## src/flow_gate_defs.svh

```systemverilog
`ifndef FLOW_GATE_DEFS_SVH
`define FLOW_GATE_DEFS_SVH
// Notes on behaviour
// - no request leaves without a request credit in hand
// - writes and atomics also need one data credit, one line each
// - response buffering, with or without data, is reserved before issue
// - coherent read: request, completion with payload, then final ack
// - home returns coherent read data inside completion_with_payload
// - ack omit drops the coherent read final ack; home keeps snoops ordered
// - non-coherent and io reads finish on completion_with_payload, no ack
// - flush and discard dataless ops get exactly one done_resp, nothing more
// - permission gains get one done_resp, then requester sends final ack
// - ack omit drops the permission gain final ack as well
// - every write costs request and data credit, answered by done_resp
// - atomics cost both credits; no-return gets done_resp, others payload
// - no snoop leaves without a snoop credit
// - snoop response buffering is reserved before the snoop leaves
// - credited misc needs misc credits covering its whole length
// - one misc credit per eight byte unit of message
// - uncredited misc goes without credit and is always accepted
// - at most one snoop per line outstanding at any time
`define OPW 5
`define OP_COH_READ_FOR_OWNERSHIP 5'h00
`define OP_COH_READ_CLEAN_COPY 5'h01
`define OP_COH_READ_NO_DIRTY_SHARE 5'h02
`define OP_COH_READ_SHARABLE 5'h03
`define OP_NONSNOOPED_READ 5'h04
`define OP_IO_READ_SNAPSHOT 5'h05
`define OP_IO_READ_THEN_CLEAN_INVAL 5'h06
`define OP_IO_READ_THEN_DISCARD 5'h07
`define OP_FLUSH_TO_SHARED 5'h08
`define OP_FLUSH_TO_PERSIST 5'h09
`define OP_FLUSH_AND_INVALIDATE 5'h0a
`define OP_DISCARD_LINE 5'h0b
`define OP_DROP_CLEAN_LINE 5'h0c
`define OP_GAIN_WRITE_PERM 5'h0d
`define OP_GAIN_FULL_LINE_PERM 5'h0e
`define OP_WRITE_FULL 5'h0f
`define OP_WRITE_PARTIAL 5'h10
`define OP_ATOMIC_NO_RETURN 5'h11
`define OP_ATOMIC_FETCH_OP 5'h12
`define OP_ATOMIC_EXCHANGE 5'h13
`define OP_ATOMIC_CMP_EXCHANGE 5'h14
`define RSPW 1
`define RSP_DONE 1'h0
`define RSP_CPL_PAYLOAD 1'h1
`define SNPW 3
`define PROBE_DISCARD 3'h5
`define SRSPW 2
`define PROBE_ACK_NODATA 2'h0
`define PROBE_ACK_WITH_LINE 2'h1
`define PROBE_ACK_PARTIAL_LINE 2'h2
`define MISC_UNIT_BYTES 8
`define POOL_REQ 0
`define POOL_DATA 1
`define POOL_SNP 2
`define POOL_MISC 3
`define NPOOL 4
`endif

```

## src/flow_gate_pkg.sv

```systemverilog
package flow_gate_pkg;
`include "flow_gate_defs.svh"
  typedef logic [`OPW-1:0] op_t;
  typedef enum logic [2:0] {
    CL_COH_RD = 3'h0, CL_NC_RD = 3'h1, CL_DL = 3'h2, CL_DL_ACK = 3'h3,
    CL_WR = 3'h4, CL_AT_NORET = 3'h5, CL_AT_RET = 3'h6, CL_BAD = 3'h7
  } cls_e;
  typedef enum logic [1:0] {
    T_IDLE = 2'h0, T_WAIT_RSP = 2'h1, T_SEND_ACK = 2'h2
  } txn_state_e;
  function automatic cls_e class_of(op_t op);
    if (op <= `OP_COH_READ_SHARABLE) return CL_COH_RD;
    if (op <= `OP_IO_READ_THEN_DISCARD) return CL_NC_RD;
    if (op <= `OP_DROP_CLEAN_LINE) return CL_DL;
    if (op <= `OP_GAIN_FULL_LINE_PERM) return CL_DL_ACK;
    if (op <= `OP_WRITE_PARTIAL) return CL_WR;
    if (op == `OP_ATOMIC_NO_RETURN) return CL_AT_NORET;
    if (op <= `OP_ATOMIC_CMP_EXCHANGE) return CL_AT_RET;
    return CL_BAD;
  endfunction
  function automatic logic needs_data_credit(cls_e c);
    return c == CL_WR || c == CL_AT_NORET || c == CL_AT_RET;
  endfunction
  function automatic logic rsp_with_data(cls_e c);
    return c == CL_COH_RD || c == CL_NC_RD || c == CL_AT_RET;
  endfunction
  function automatic logic [`RSPW-1:0] expect_rsp(cls_e c);
    return rsp_with_data(c) ? `RSP_CPL_PAYLOAD : `RSP_DONE;
  endfunction
  function automatic logic ack_due(cls_e c);
    return c == CL_COH_RD || c == CL_DL_ACK;
  endfunction
endpackage

```

## src/credit_pool.sv

```systemverilog
`timescale 1ns/100ps
`include "flow_gate_defs.svh"
module credit_pool #(
  parameter int CRW = 6
) (
  input wire logic clk,
  input wire logic reset,
  input wire logic grant,
  input wire logic [CRW-1:0] consume,
  output logic [CRW-1:0] count
);
  import flow_gate_pkg::*;
  typedef struct packed {
    logic [CRW-1:0] cnt;
  } pool_s;
  localparam logic [CRW-1:0] CMAX = '1;
  pool_s pool_reg;
  pool_s pool_next;
  logic grant_ok;

  if (CRW < 2) begin : g_chk
    $error("credit_pool: CRW too small");
  end

  // a grant at the ceiling is dropped unless a consume makes room
  assign grant_ok = grant && (pool_reg.cnt != CMAX || consume != '0);

  always_comb begin
    pool_next = pool_reg;
    pool_next.cnt = pool_reg.cnt + CRW'(grant_ok) - consume;
  end

  always_ff @(posedge clk or posedge reset) begin
    if (reset) begin
      pool_reg <= '0;
    end else begin
      pool_reg <= pool_next;
    end
  end

  assign count = pool_reg.cnt;
endmodule

```

## src/coherent_txn_flow_credit_gate.sv

```systemverilog
`timescale 1ns/100ps
`include "flow_gate_defs.svh"
module coherent_txn_flow_credit_gate #(
  parameter int NTXN = 8,
  parameter int NSNP = 4,
  parameter int AW = 48,
  parameter int LINE_BYTES = 64,
  parameter int DBUF = 4,
  parameter int NBUF = 4,
  parameter int CRW = 6,
  parameter int MLW = 4,
  parameter bit PARTIAL_OK = 1'b1
) (
  input wire logic clk,
  input wire logic reset,
  input wire logic req_credit_grant,
  input wire logic data_credit_grant,
  input wire logic snp_credit_grant,
  input wire logic misc_credit_grant,
  input wire logic req_valid,
  input wire flow_gate_pkg::op_t req_op,
  input wire logic req_ack_omit,
  output logic req_ready,
  output logic tx_req_valid,
  output flow_gate_pkg::op_t tx_req_op,
  output logic [$clog2(NTXN)-1:0] tx_req_id,
  output logic tx_req_ack_omit,
  input wire logic rx_rsp_valid,
  input wire logic [`RSPW-1:0] rx_rsp_op,
  input wire logic [$clog2(NTXN)-1:0] rx_rsp_id,
  output logic tx_ack_valid,
  output logic [$clog2(NTXN)-1:0] tx_ack_id,
  input wire logic hreq_valid,
  input wire flow_gate_pkg::op_t hreq_op,
  input wire logic [$clog2(NTXN)-1:0] hreq_id,
  output logic tx_cpl_valid,
  output logic [`RSPW-1:0] tx_cpl_op,
  output logic [$clog2(NTXN)-1:0] tx_cpl_id,
  input wire logic snp_valid,
  input wire logic [`SNPW-1:0] snp_op,
  input wire logic [AW-1:0] snp_addr,
  output logic snp_ready,
  output logic tx_snp_valid,
  output logic [`SNPW-1:0] tx_snp_op,
  output logic [AW-1:0] tx_snp_addr,
  output logic [$clog2(NSNP)-1:0] tx_snp_id,
  input wire logic rx_snp_rsp_valid,
  input wire logic [`SRSPW-1:0] rx_snp_rsp_op,
  input wire logic [$clog2(NSNP)-1:0] rx_snp_rsp_id,
  input wire logic misc_valid,
  input wire logic misc_credited,
  input wire logic [MLW-1:0] misc_units,
  output logic misc_ready,
  output logic tx_misc_valid,
  output logic tx_misc_credited,
  output logic [MLW-1:0] tx_misc_units,
  output logic proto_err
);
  import flow_gate_pkg::*;
  localparam int IDW = $clog2(NTXN);
  localparam int SIDW = $clog2(NSNP);
  localparam int LB = $clog2(LINE_BYTES);
  localparam logic [CRW-1:0] DBUF_C = CRW'(DBUF);
  localparam logic [CRW-1:0] NBUF_C = CRW'(NBUF);

  typedef struct packed {
    txn_state_e st;
    cls_e cls;
    logic omit;
  } ent_s;

  typedef struct packed {
    logic busy;
    logic [`SNPW-1:0] op;
    logic [AW-1:0] addr;
  } sent_s;

  typedef struct packed {
    ent_s [NTXN-1:0] ent;
    sent_s [NSNP-1:0] snp;
    logic [CRW-1:0] dbuf_used;
    logic [CRW-1:0] nbuf_used;
    logic req_v;
    op_t req_op;
    logic [IDW-1:0] req_id;
    logic req_omit;
    logic ack_v;
    logic [IDW-1:0] ack_id;
    logic cpl_v;
    logic [`RSPW-1:0] cpl_op;
    logic [IDW-1:0] cpl_id;
    logic snp_v;
    logic [`SNPW-1:0] snp_op;
    logic [AW-1:0] snp_addr;
    logic [SIDW-1:0] snp_id;
    logic misc_v;
    logic misc_cr;
    logic [MLW-1:0] misc_units;
    logic err;
  } state_s;

  state_s state_reg;
  state_s state_next;
  logic [`NPOOL-1:0] grant;
  logic [CRW-1:0] cr_cnt [`NPOOL];
  logic [CRW-1:0] cr_use [`NPOOL];
  cls_e cls;
  logic buf_ok;
  logic issue_ok;
  logic issue_fire;
  logic free_found;
  logic [IDW-1:0] free_id;
  logic ack_found;
  logic [IDW-1:0] ack_pick;
  ent_s rsp_ent;
  logic rsp_match;
  logic ack_due_now;
  logic snp_free_found;
  logic [SIDW-1:0] snp_free_id;
  logic snp_hit;
  logic snp_ok;
  logic snp_fire;
  sent_s srsp_ent;
  logic srsp_bad;
  logic misc_ok;
  logic misc_fire;
  cls_e hcls;

  if (NTXN < 2 || (1 << IDW) != NTXN || NSNP < 2 || (1 << SIDW) != NSNP
      || MLW > CRW || DBUF < 1 || NBUF < 1 || DBUF >= (1 << CRW)
      || NBUF >= (1 << CRW) || LB >= AW) begin : g_chk
    $error("flow gate: parameters out of range");
  end

  assign grant = {misc_credit_grant, snp_credit_grant, data_credit_grant,
                  req_credit_grant};

  for (genvar k = 0; k < `NPOOL; k++) begin : g_pool
    credit_pool #(
      .CRW(CRW)
    ) u_pool (
      .clk(clk),
      .reset(reset),
      .grant(grant[k]),
      .consume(cr_use[k]),
      .count(cr_cnt[k])
    );
  end

  // lowest free slot, lowest pending ack, free snoop slot, same-line lookup
  always_comb begin
    free_found = 1'b0;
    free_id = '0;
    ack_found = 1'b0;
    ack_pick = '0;
    for (int i = NTXN - 1; i >= 0; i--) begin
      if (state_reg.ent[i].st == T_IDLE) begin
        free_found = 1'b1;
        free_id = IDW'(i);
      end
      if (state_reg.ent[i].st == T_SEND_ACK) begin
        ack_found = 1'b1;
        ack_pick = IDW'(i);
      end
    end
    snp_free_found = 1'b0;
    snp_free_id = '0;
    snp_hit = 1'b0;
    for (int j = NSNP - 1; j >= 0; j--) begin
      if (!state_reg.snp[j].busy) begin
        snp_free_found = 1'b1;
        snp_free_id = SIDW'(j);
      end
      if (state_reg.snp[j].busy
          && state_reg.snp[j].addr[AW-1:LB] == snp_addr[AW-1:LB]) begin
        snp_hit = 1'b1;
      end
    end
  end

  // request gate; the link is trusted to take whatever the credits cover
  assign cls = class_of(req_op);
  assign buf_ok = rsp_with_data(cls) ? (state_reg.dbuf_used < DBUF_C)
                                     : (state_reg.nbuf_used < NBUF_C);
  assign issue_ok = cr_cnt[`POOL_REQ] != '0
      && (!needs_data_credit(cls) || cr_cnt[`POOL_DATA] != '0)
      && buf_ok && free_found && cls != CL_BAD;
  assign req_ready = issue_ok;
  assign issue_fire = req_valid && issue_ok;

  assign rsp_ent = state_reg.ent[rx_rsp_id];
  assign rsp_match = rsp_ent.st == T_WAIT_RSP
      && rx_rsp_op == expect_rsp(rsp_ent.cls);
  assign ack_due_now = ack_due(rsp_ent.cls) && !rsp_ent.omit;

  // snoop gate: credit, a reserved response slot, and no twin on the line
  assign snp_ok = cr_cnt[`POOL_SNP] != '0
      && snp_free_found
      && !snp_hit;
  assign snp_ready = snp_ok;
  assign snp_fire = snp_valid && snp_ok;

  assign srsp_ent = state_reg.snp[rx_snp_rsp_id];
  assign srsp_bad = !srsp_ent.busy
      || rx_snp_rsp_op > `PROBE_ACK_PARTIAL_LINE
      || (srsp_ent.op == `PROBE_DISCARD
          && rx_snp_rsp_op != `PROBE_ACK_NODATA)
      || (rx_snp_rsp_op == `PROBE_ACK_PARTIAL_LINE && !PARTIAL_OK);

  // zero-length credited misc is refused; uncredited always passes
  assign misc_ok = !misc_credited
      || (misc_units != '0 && CRW'(misc_units) <= cr_cnt[`POOL_MISC]);
  assign misc_ready = misc_ok;
  assign misc_fire = misc_valid && misc_ok;

  assign cr_use[`POOL_REQ] = CRW'(issue_fire);
  assign cr_use[`POOL_DATA] = CRW'(issue_fire && needs_data_credit(cls));
  assign cr_use[`POOL_SNP] = CRW'(snp_fire);
  assign cr_use[`POOL_MISC] = (misc_fire && misc_credited)
      ? CRW'(misc_units) : '0;

  assign hcls = class_of(hreq_op);

  always_comb begin
    state_next = state_reg;
    state_next.req_v = issue_fire;
    state_next.ack_v = 1'b0;
    state_next.cpl_v = hreq_valid;
    state_next.snp_v = snp_fire;
    state_next.misc_v = misc_fire;
    state_next.err = 1'b0;
    if (issue_fire) begin
      state_next.req_op = req_op;
      state_next.req_id = free_id;
      state_next.req_omit = req_ack_omit;
      state_next.ent[free_id].st = T_WAIT_RSP;
      state_next.ent[free_id].cls = cls;
      state_next.ent[free_id].omit = req_ack_omit;
    end
    if (rx_rsp_valid) begin
      if (rsp_match) begin
        state_next.ent[rx_rsp_id].st = ack_due_now ? T_SEND_ACK : T_IDLE;
      end else begin
        state_next.err = 1'b1;
      end
    end
    // acks drain one a cycle; the slot frees as the ack goes out
    if (ack_found) begin
      state_next.ack_v = 1'b1;
      state_next.ack_id = ack_pick;
      state_next.ent[ack_pick].st = T_IDLE;
    end
    state_next.dbuf_used = state_reg.dbuf_used
        + CRW'(issue_fire && rsp_with_data(cls))
        - CRW'(rx_rsp_valid && rsp_match && rsp_with_data(rsp_ent.cls));
    state_next.nbuf_used = state_reg.nbuf_used
        + CRW'(issue_fire && !rsp_with_data(cls))
        - CRW'(rx_rsp_valid && rsp_match && !rsp_with_data(rsp_ent.cls));
    if (hreq_valid) begin
      state_next.cpl_op = expect_rsp(hcls);
      state_next.cpl_id = hreq_id;
      if (hcls == CL_BAD) begin
        state_next.err = 1'b1;
      end
    end
    if (snp_fire) begin
      state_next.snp_op = snp_op;
      state_next.snp_addr = snp_addr;
      state_next.snp_id = snp_free_id;
      state_next.snp[snp_free_id].busy = 1'b1;
      state_next.snp[snp_free_id].op = snp_op;
      state_next.snp[snp_free_id].addr = snp_addr;
    end
    if (rx_snp_rsp_valid) begin
      if (srsp_bad) begin
        state_next.err = 1'b1;
      end else begin
        state_next.snp[rx_snp_rsp_id].busy = 1'b0;
      end
    end
    if (misc_fire) begin
      state_next.misc_cr = misc_credited;
      state_next.misc_units = misc_units;
    end
  end

  always_ff @(posedge clk or posedge reset) begin
    if (reset) begin
      state_reg <= '0;
    end else begin
      state_reg <= state_next;
    end
  end

  assign tx_req_valid = state_reg.req_v;
  assign tx_req_op = state_reg.req_op;
  assign tx_req_id = state_reg.req_id;
  assign tx_req_ack_omit = state_reg.req_omit;
  assign tx_ack_valid = state_reg.ack_v;
  assign tx_ack_id = state_reg.ack_id;
  assign tx_cpl_valid = state_reg.cpl_v;
  assign tx_cpl_op = state_reg.cpl_op;
  assign tx_cpl_id = state_reg.cpl_id;
  assign tx_snp_valid = state_reg.snp_v;
  assign tx_snp_op = state_reg.snp_op;
  assign tx_snp_addr = state_reg.snp_addr;
  assign tx_snp_id = state_reg.snp_id;
  assign tx_misc_valid = state_reg.misc_v;
  assign tx_misc_credited = state_reg.misc_cr;
  assign tx_misc_units = state_reg.misc_units;
  assign proto_err = state_reg.err;
endmodule

```

## config.mk

```make
export PLATFORM = sky130hd
export DESIGN_NAME = coherent_txn_flow_credit_gate
export DESIGN_NICKNAME = d
export VERILOG_FILES = /design/src/flow_gate_pkg.sv /design/src/credit_pool.sv /design/src/coherent_txn_flow_credit_gate.sv
export VERILOG_INCLUDE_DIRS = /design/src /design/src/src
export SDC_FILE = /design/constraint.sdc
export NUM_CORES = 1
export LEC_CHECK = 0
export BUFFER_PORTS_ARGS = -buffer_cell sky130_fd_sc_hd__buf_4
export CAP_MARGIN = 20
export CELL_PAD_IN_SITES_DETAIL_PLACEMENT = 1
export CELL_PAD_IN_SITES_GLOBAL_PLACEMENT = 1
export CORE_MARGIN = 2
export CORE_UTILIZATION = 53
export DETAILED_ROUTE_END_ITERATION = 10
export PLACE_DENSITY = 0.88
export SLEW_MARGIN = 25
export SYNTH_ARGS = -nofsm -noshare
export SYNTH_HDL_FRONTEND = slang
export SYNTH_HIERARCHICAL = 1
export SYNTH_SLANG_ARGS = --single-unit
```

## constraint.sdc

```tcl
create_clock -name clk -period 24.3 [get_ports clk]
set_input_delay 1.215 -clock clk [delete_from_list [all_inputs] [get_ports clk]]
set_output_delay 1.215 -clock clk [all_outputs]
set_load 0.05 [all_outputs]
```

* Word level (Yosys, flattened, before mapping)
Index checks and enable logic that the tools add are counted.
** Operators by class
- Add/sub/neg operators :: 12
- Order comparisons :: 26
- Eq/ne operators :: 32
- Multiplexer cells :: 184
- Reductions and logical operators :: 74
** Operators with widths (number)
- bitwise mux 208 bit :: 4
- two-way mux 208 bit :: 3
- demux 52 bit (select 2 bit) :: 4
- bitwise mux 48 bit :: 5
- two-way mux 48 bit :: 5
- == test 42 bit :: 4
- two-way mux 52 bit :: 3
- two-way mux 3 bit :: 50
- binary-select mux 52 bit (select 2 bit) :: 1
- demux 6 bit (select 3 bit) :: 5
- two-way mux 1 bit :: 90
- two-way mux 51 bit :: 1
- adder 6 x 1 -> 6 bit :: 6
- logical AND 1 bit :: 33
- subtractor 6 x 1 -> 6 bit :: 5
- two-way mux 6 bit :: 4
- inequality test 6 bit (second input constant) :: 4
- nonzero test 6 bit :: 4
- == test 3 bit (second input constant) :: 7
- less-or-equal comparator 5 x 4 -> 1 bit (second input constant) :: 4
- less-or-equal comparator 5 bit (second input constant) :: 4
- binary-select mux 6 bit (select 3 bit) :: 1
- logical OR 1 bit :: 17
- == test 2 bit (second input constant) :: 8
- 23 further kinds :: 56
** Storage, ports and cells
- Register bits :: 372
- Input port bits :: 90
- Output and inout port bits :: 83
- Word-level logic and storage cells :: 387

* Logic depth before layout (Yosys ltp)
- Word-level depth :: 46
- Gate-level depth with buffers :: 22
- Gate-level depth less buffers :: 22

* Hierarchy
Netlist, hierarchy kept.
** By module, submodules not included
- coherent_txn_flow_credit_gate :: instances 1, cells each 1339, area each 16460.8 µm², seq. area each 8107.8 µm²
- credit_pool (g_pool[0].u_pool ...) :: instances 2, cells each 43, area each 474.2 µm², seq. area each 150.1 µm²
- credit_pool (g_pool[3].u_pool) :: instances 1, cells each 48, area each 481.7 µm², seq. area each 150.1 µm²
- credit_pool (g_pool[2].u_pool) :: instances 1, cells each 42, area each 460.4 µm², seq. area each 150.1 µm²

* Worst setup path before layout
Ideal clock, no wire load.
- Kind :: input port to flip-flop
- Start point :: in misc_units[1]
- End point :: reg g_pool[3].u_pool.pool_reg, in the netlist g_pool[3].u_pool/count[4]
- Library setup time :: 0.123 ns
- Arrival :: 5.327 ns
- Required time :: 24.177 ns
- Path slack :: 18.850 ns
- Stages :: 21
- Path buffers :: 0
- Cell sequence :: ha_1 > nor2b_1 > o21a_1 > o21ai_0 > a2111oi_0 > o21ai_0 > nand2_1 > inv_1 > and3_1 > nor4_1 > nand4_1 > nand2_1 > ha_1 > inv_1 > ha_1 > inv_1 > fa_1 > inv_1 > a21o_1 > a21oi_1 > xnor2_1
** RTL lines
- start: declaration :: RTL line coherent_txn_flow_credit_gate.sv:52 : input wire logic [MLW-1:0] misc_units,
- end signal: assignment :: RTL line credit_pool.sv:37 : pool_reg <= pool_next;
- end: declaration :: RTL line credit_pool.sv:17 : pool_s pool_reg;

==> metrics.cfg <==
[synth]
synth.most_common_cell = dfrtp_1
synthArstFlopShare_pct = 100.0
synth_edf_count = 0
ys.flop_type = dfrtp_1
synth_cell_types = 79
syn_inst = 1515
synth_largest_type_area_fraction_pct = 47.45
ys_warn_count = 6
yosysTopAreaCell = dfrtp_1
netlist_area_um2 = 18350
ys_seq_area_share_pct = 47.45
synth-seq-cells = 348
synthTopCellsByCount = dfrtp_1, mux2_2, xnor2_1, inv_1, buf_4
syn_area_per_cell_um2 = 12.11
netlist_top_cells_area = dfrtp_1, mux2_2, xnor2_1, ha_1, buf_4

[detailed_routing]
drc = 0
avgViaCountPerCell = 5.957
drt_iter0_markers = 801
drtAntennaViolNets = 0
drtPass1Iterations = 7
avgRoutedWirePerCell_um = 24.73
route.vias.total = 12460
drt_wl_total_um = 51730

[floorplan]
core_um2 = 34290
io_pins = 173
num_rows = 68
die_area_um2 = 36130
die_h_um = 190.1
start_util_pct = 53.52
die_w_um = 190.1

[run]
maxCapViolCount = 0

[clock_tree]
tritoncts = yes
postCtsSetupRepairBufs = 0
clock-sinks = 348
numCtsBuffers = 38
htreeDepth = 2
path_clk_slew_ns = 0.07
post_cts_resized = 0
cts_root_buf = clkbuf_16
ctsHoldBuffers = 0
clock_path_buffers = 3
clk_latency_ns = 0.54

[global_route]
grt_pass1_vias = 13970
grt_max_degree = 170
grt_pass1_wl_um = 81250
grt_overflow = 0
track_usage_pct = 29.01
antenna_found_initial = 1

[power]
seqPwrFrac_pct = 35.1
p_leak_nw = 9.115
p_clk_share_pct = 20.7
power.density_nw_per_um2 = 147.7
intPower_mw = 1.852
comb_power_share_pct = 44.3
net-switching-power_mw = 1.221
p_sw_share_pct = 39.74
ir_drop_v = 0.0001050

[status]
status = finished clean

[worst_setup_path]
critPathKind = primary input to flip-flop
cp-start-kind = primary input
path_max_fanout = 10
critPathRequiredTime_ns = 24.75
r2r_slack_ns = 19.54
arrival_ns = 5.69
end_kind = flip-flop

[sta]
skew_ns = 0.02588
finalSetupTns_ns = 0
final_hold_viol_count = 0
finalCritPeriodShare_pct = 21.56
min_period_ns = 5.238
drv_slew = 0
timing.fmax_mhz = 190.9
worstMarginPinSlew_ns = 0.9936
maxSlewHeadroom_pct = 32.05
grt_setup_unrepaired = no
finalSetupViolations = 0

[finish]
syn_to_final_growth_pct = 13.38
layout.nets = 1767
drive_gt1_share_pct = 33.56
utilization_pct = 60.68

[place]
gp_congestion = 0.8753
port_buffers = 172
place_hpwl_um = 32520

[worst_hold_path]
min_path_type = flip-flop to flip-flop

power groups by stage:
stage | clock, mW | combinational (mW) | sequential, mW
CTS | 0.642 | 1.36 | 1.07
floorplan | 0 | 1.08 | 1.02
global route | 0.662 | 1.45 | 1.11
global placement | 0 | 1.25 | 1.04
detailed placement | 0 | 1.31 | 1.06
finish | 0.636 | 1.36 | 1.08
path summary, 6_finish.rpt:
check,startpoint,cells past startpoint,to
worst min register to register,tx_req_id[2],2,tx_req_id[2]
worst min-delay path,tx_req_id[2],2,tx_req_id[2]
max in group asynchronous,reset,3,async pin
worst max-delay path,snp_addr[13],16,g_pool[2].u_pool/count[5]
min in group asynchronous,reset,2,g_pool[1].u_pool/count[3]
worst max register to register,flip-flop,15,g_pool[2].u_pool/count[5]
cell usage in the layout (no fill, tap or decap), types with 5 or more instances in the layout:
cell,n
clkinv_2,5
ha_1,62
nand2_1,28
clkbuf_1,7
clkbuf_16,39
a21oi_1,36
inv_1,81
nor2_1,32
xor2_1,14
a31oi_1,5
mux4_2,8
nor4_1,12
bufinv_16,7
nor2b_1,16
a21o_1,11
nand4_1,55
nand3_1,16
dfrtp_1,348
nor3_1,18
mux2_2,274
fa_1,6
mux2i_1,10
o21bai_1,6
xnor2_1,174
o21ai_0,20
nand2b_1,22
conb_1,30
mux2_4,5
clkbuf_8,6
buf_4,176
per-layer routing:
metal | track usage, % | up-vias | share of wire, %
met5 | 0 | - | 0
met4 | 12.08 | 0 | 4.0
met3 | 4.907 | 145 | 5.0
met2 | 49.68 | 413 | 50
met1 | 36.49 | 6531 | 41
li1 | - | 5372 | -
metrics by stage:
step / cell area [um^2] / cells / setup WS, ns / total power [mW] / hold WS (ns)
2_1_floorplan: 18460 / 1544 / 14.12 / 2.094 / 0.4509
3_3_place_gp: 19450 / 2024 / 19.14 / 2.282 / 0.4629
3_5_place_dp: 19450 / 2024 / 18.94 / 2.377 / 0.4711
4_1_cts: 20800 / 2091 / 19.35 / 3.078 / 0.4891
5_1_grt: 20810 / 2092 / 19.05 / 3.222 / 0.5043
6_report: 20810 / 2092 / 19.06 / 3.074 / 0.4805
area by class of cell:
class | count | area [um^2]
diodes | 1 | 2.502
clock buffers | 52 | 1085
clock inverters | 15 | 260.3
fillers | 3406 | 13480
inverters | 82 | 320.3
multi-input cells | 962 | 8521
flip-flops and latches | 348 | 8708
well taps | 455 | 569.3
repair buffers | 177 | 1341
kinds of logic after synthesis:
family          count (synthesis)  synth area share, %
flops                         348                47.45
simple gates                  239                7.629
other cells                     1              0.02043
fa+ha+maj                      69                4.936
mux                           300                18.93
xor+xnor                      188                8.973
compound gates                136                5.223
buf+inv                       234                6.832
worst max-delay path, stage by stage:
cell	delay [ns]
buf_4	0.17
xnor2_1	0.26
nand4_1	0.19
a2111oi_0	0.82
nand4_1	0.36
nand3_1	0.44
nor2_4	0.08
or4_4	0.52
o31ai_2	0.19
ha_1	0.20
inv_1	0.11
ha_1	0.36
a211oi_1	0.30
o21bai_1	0.12
a21oi_1	0.20
xnor2_1	0.13
No activity file was read; power rests on OpenSTA's default activity.
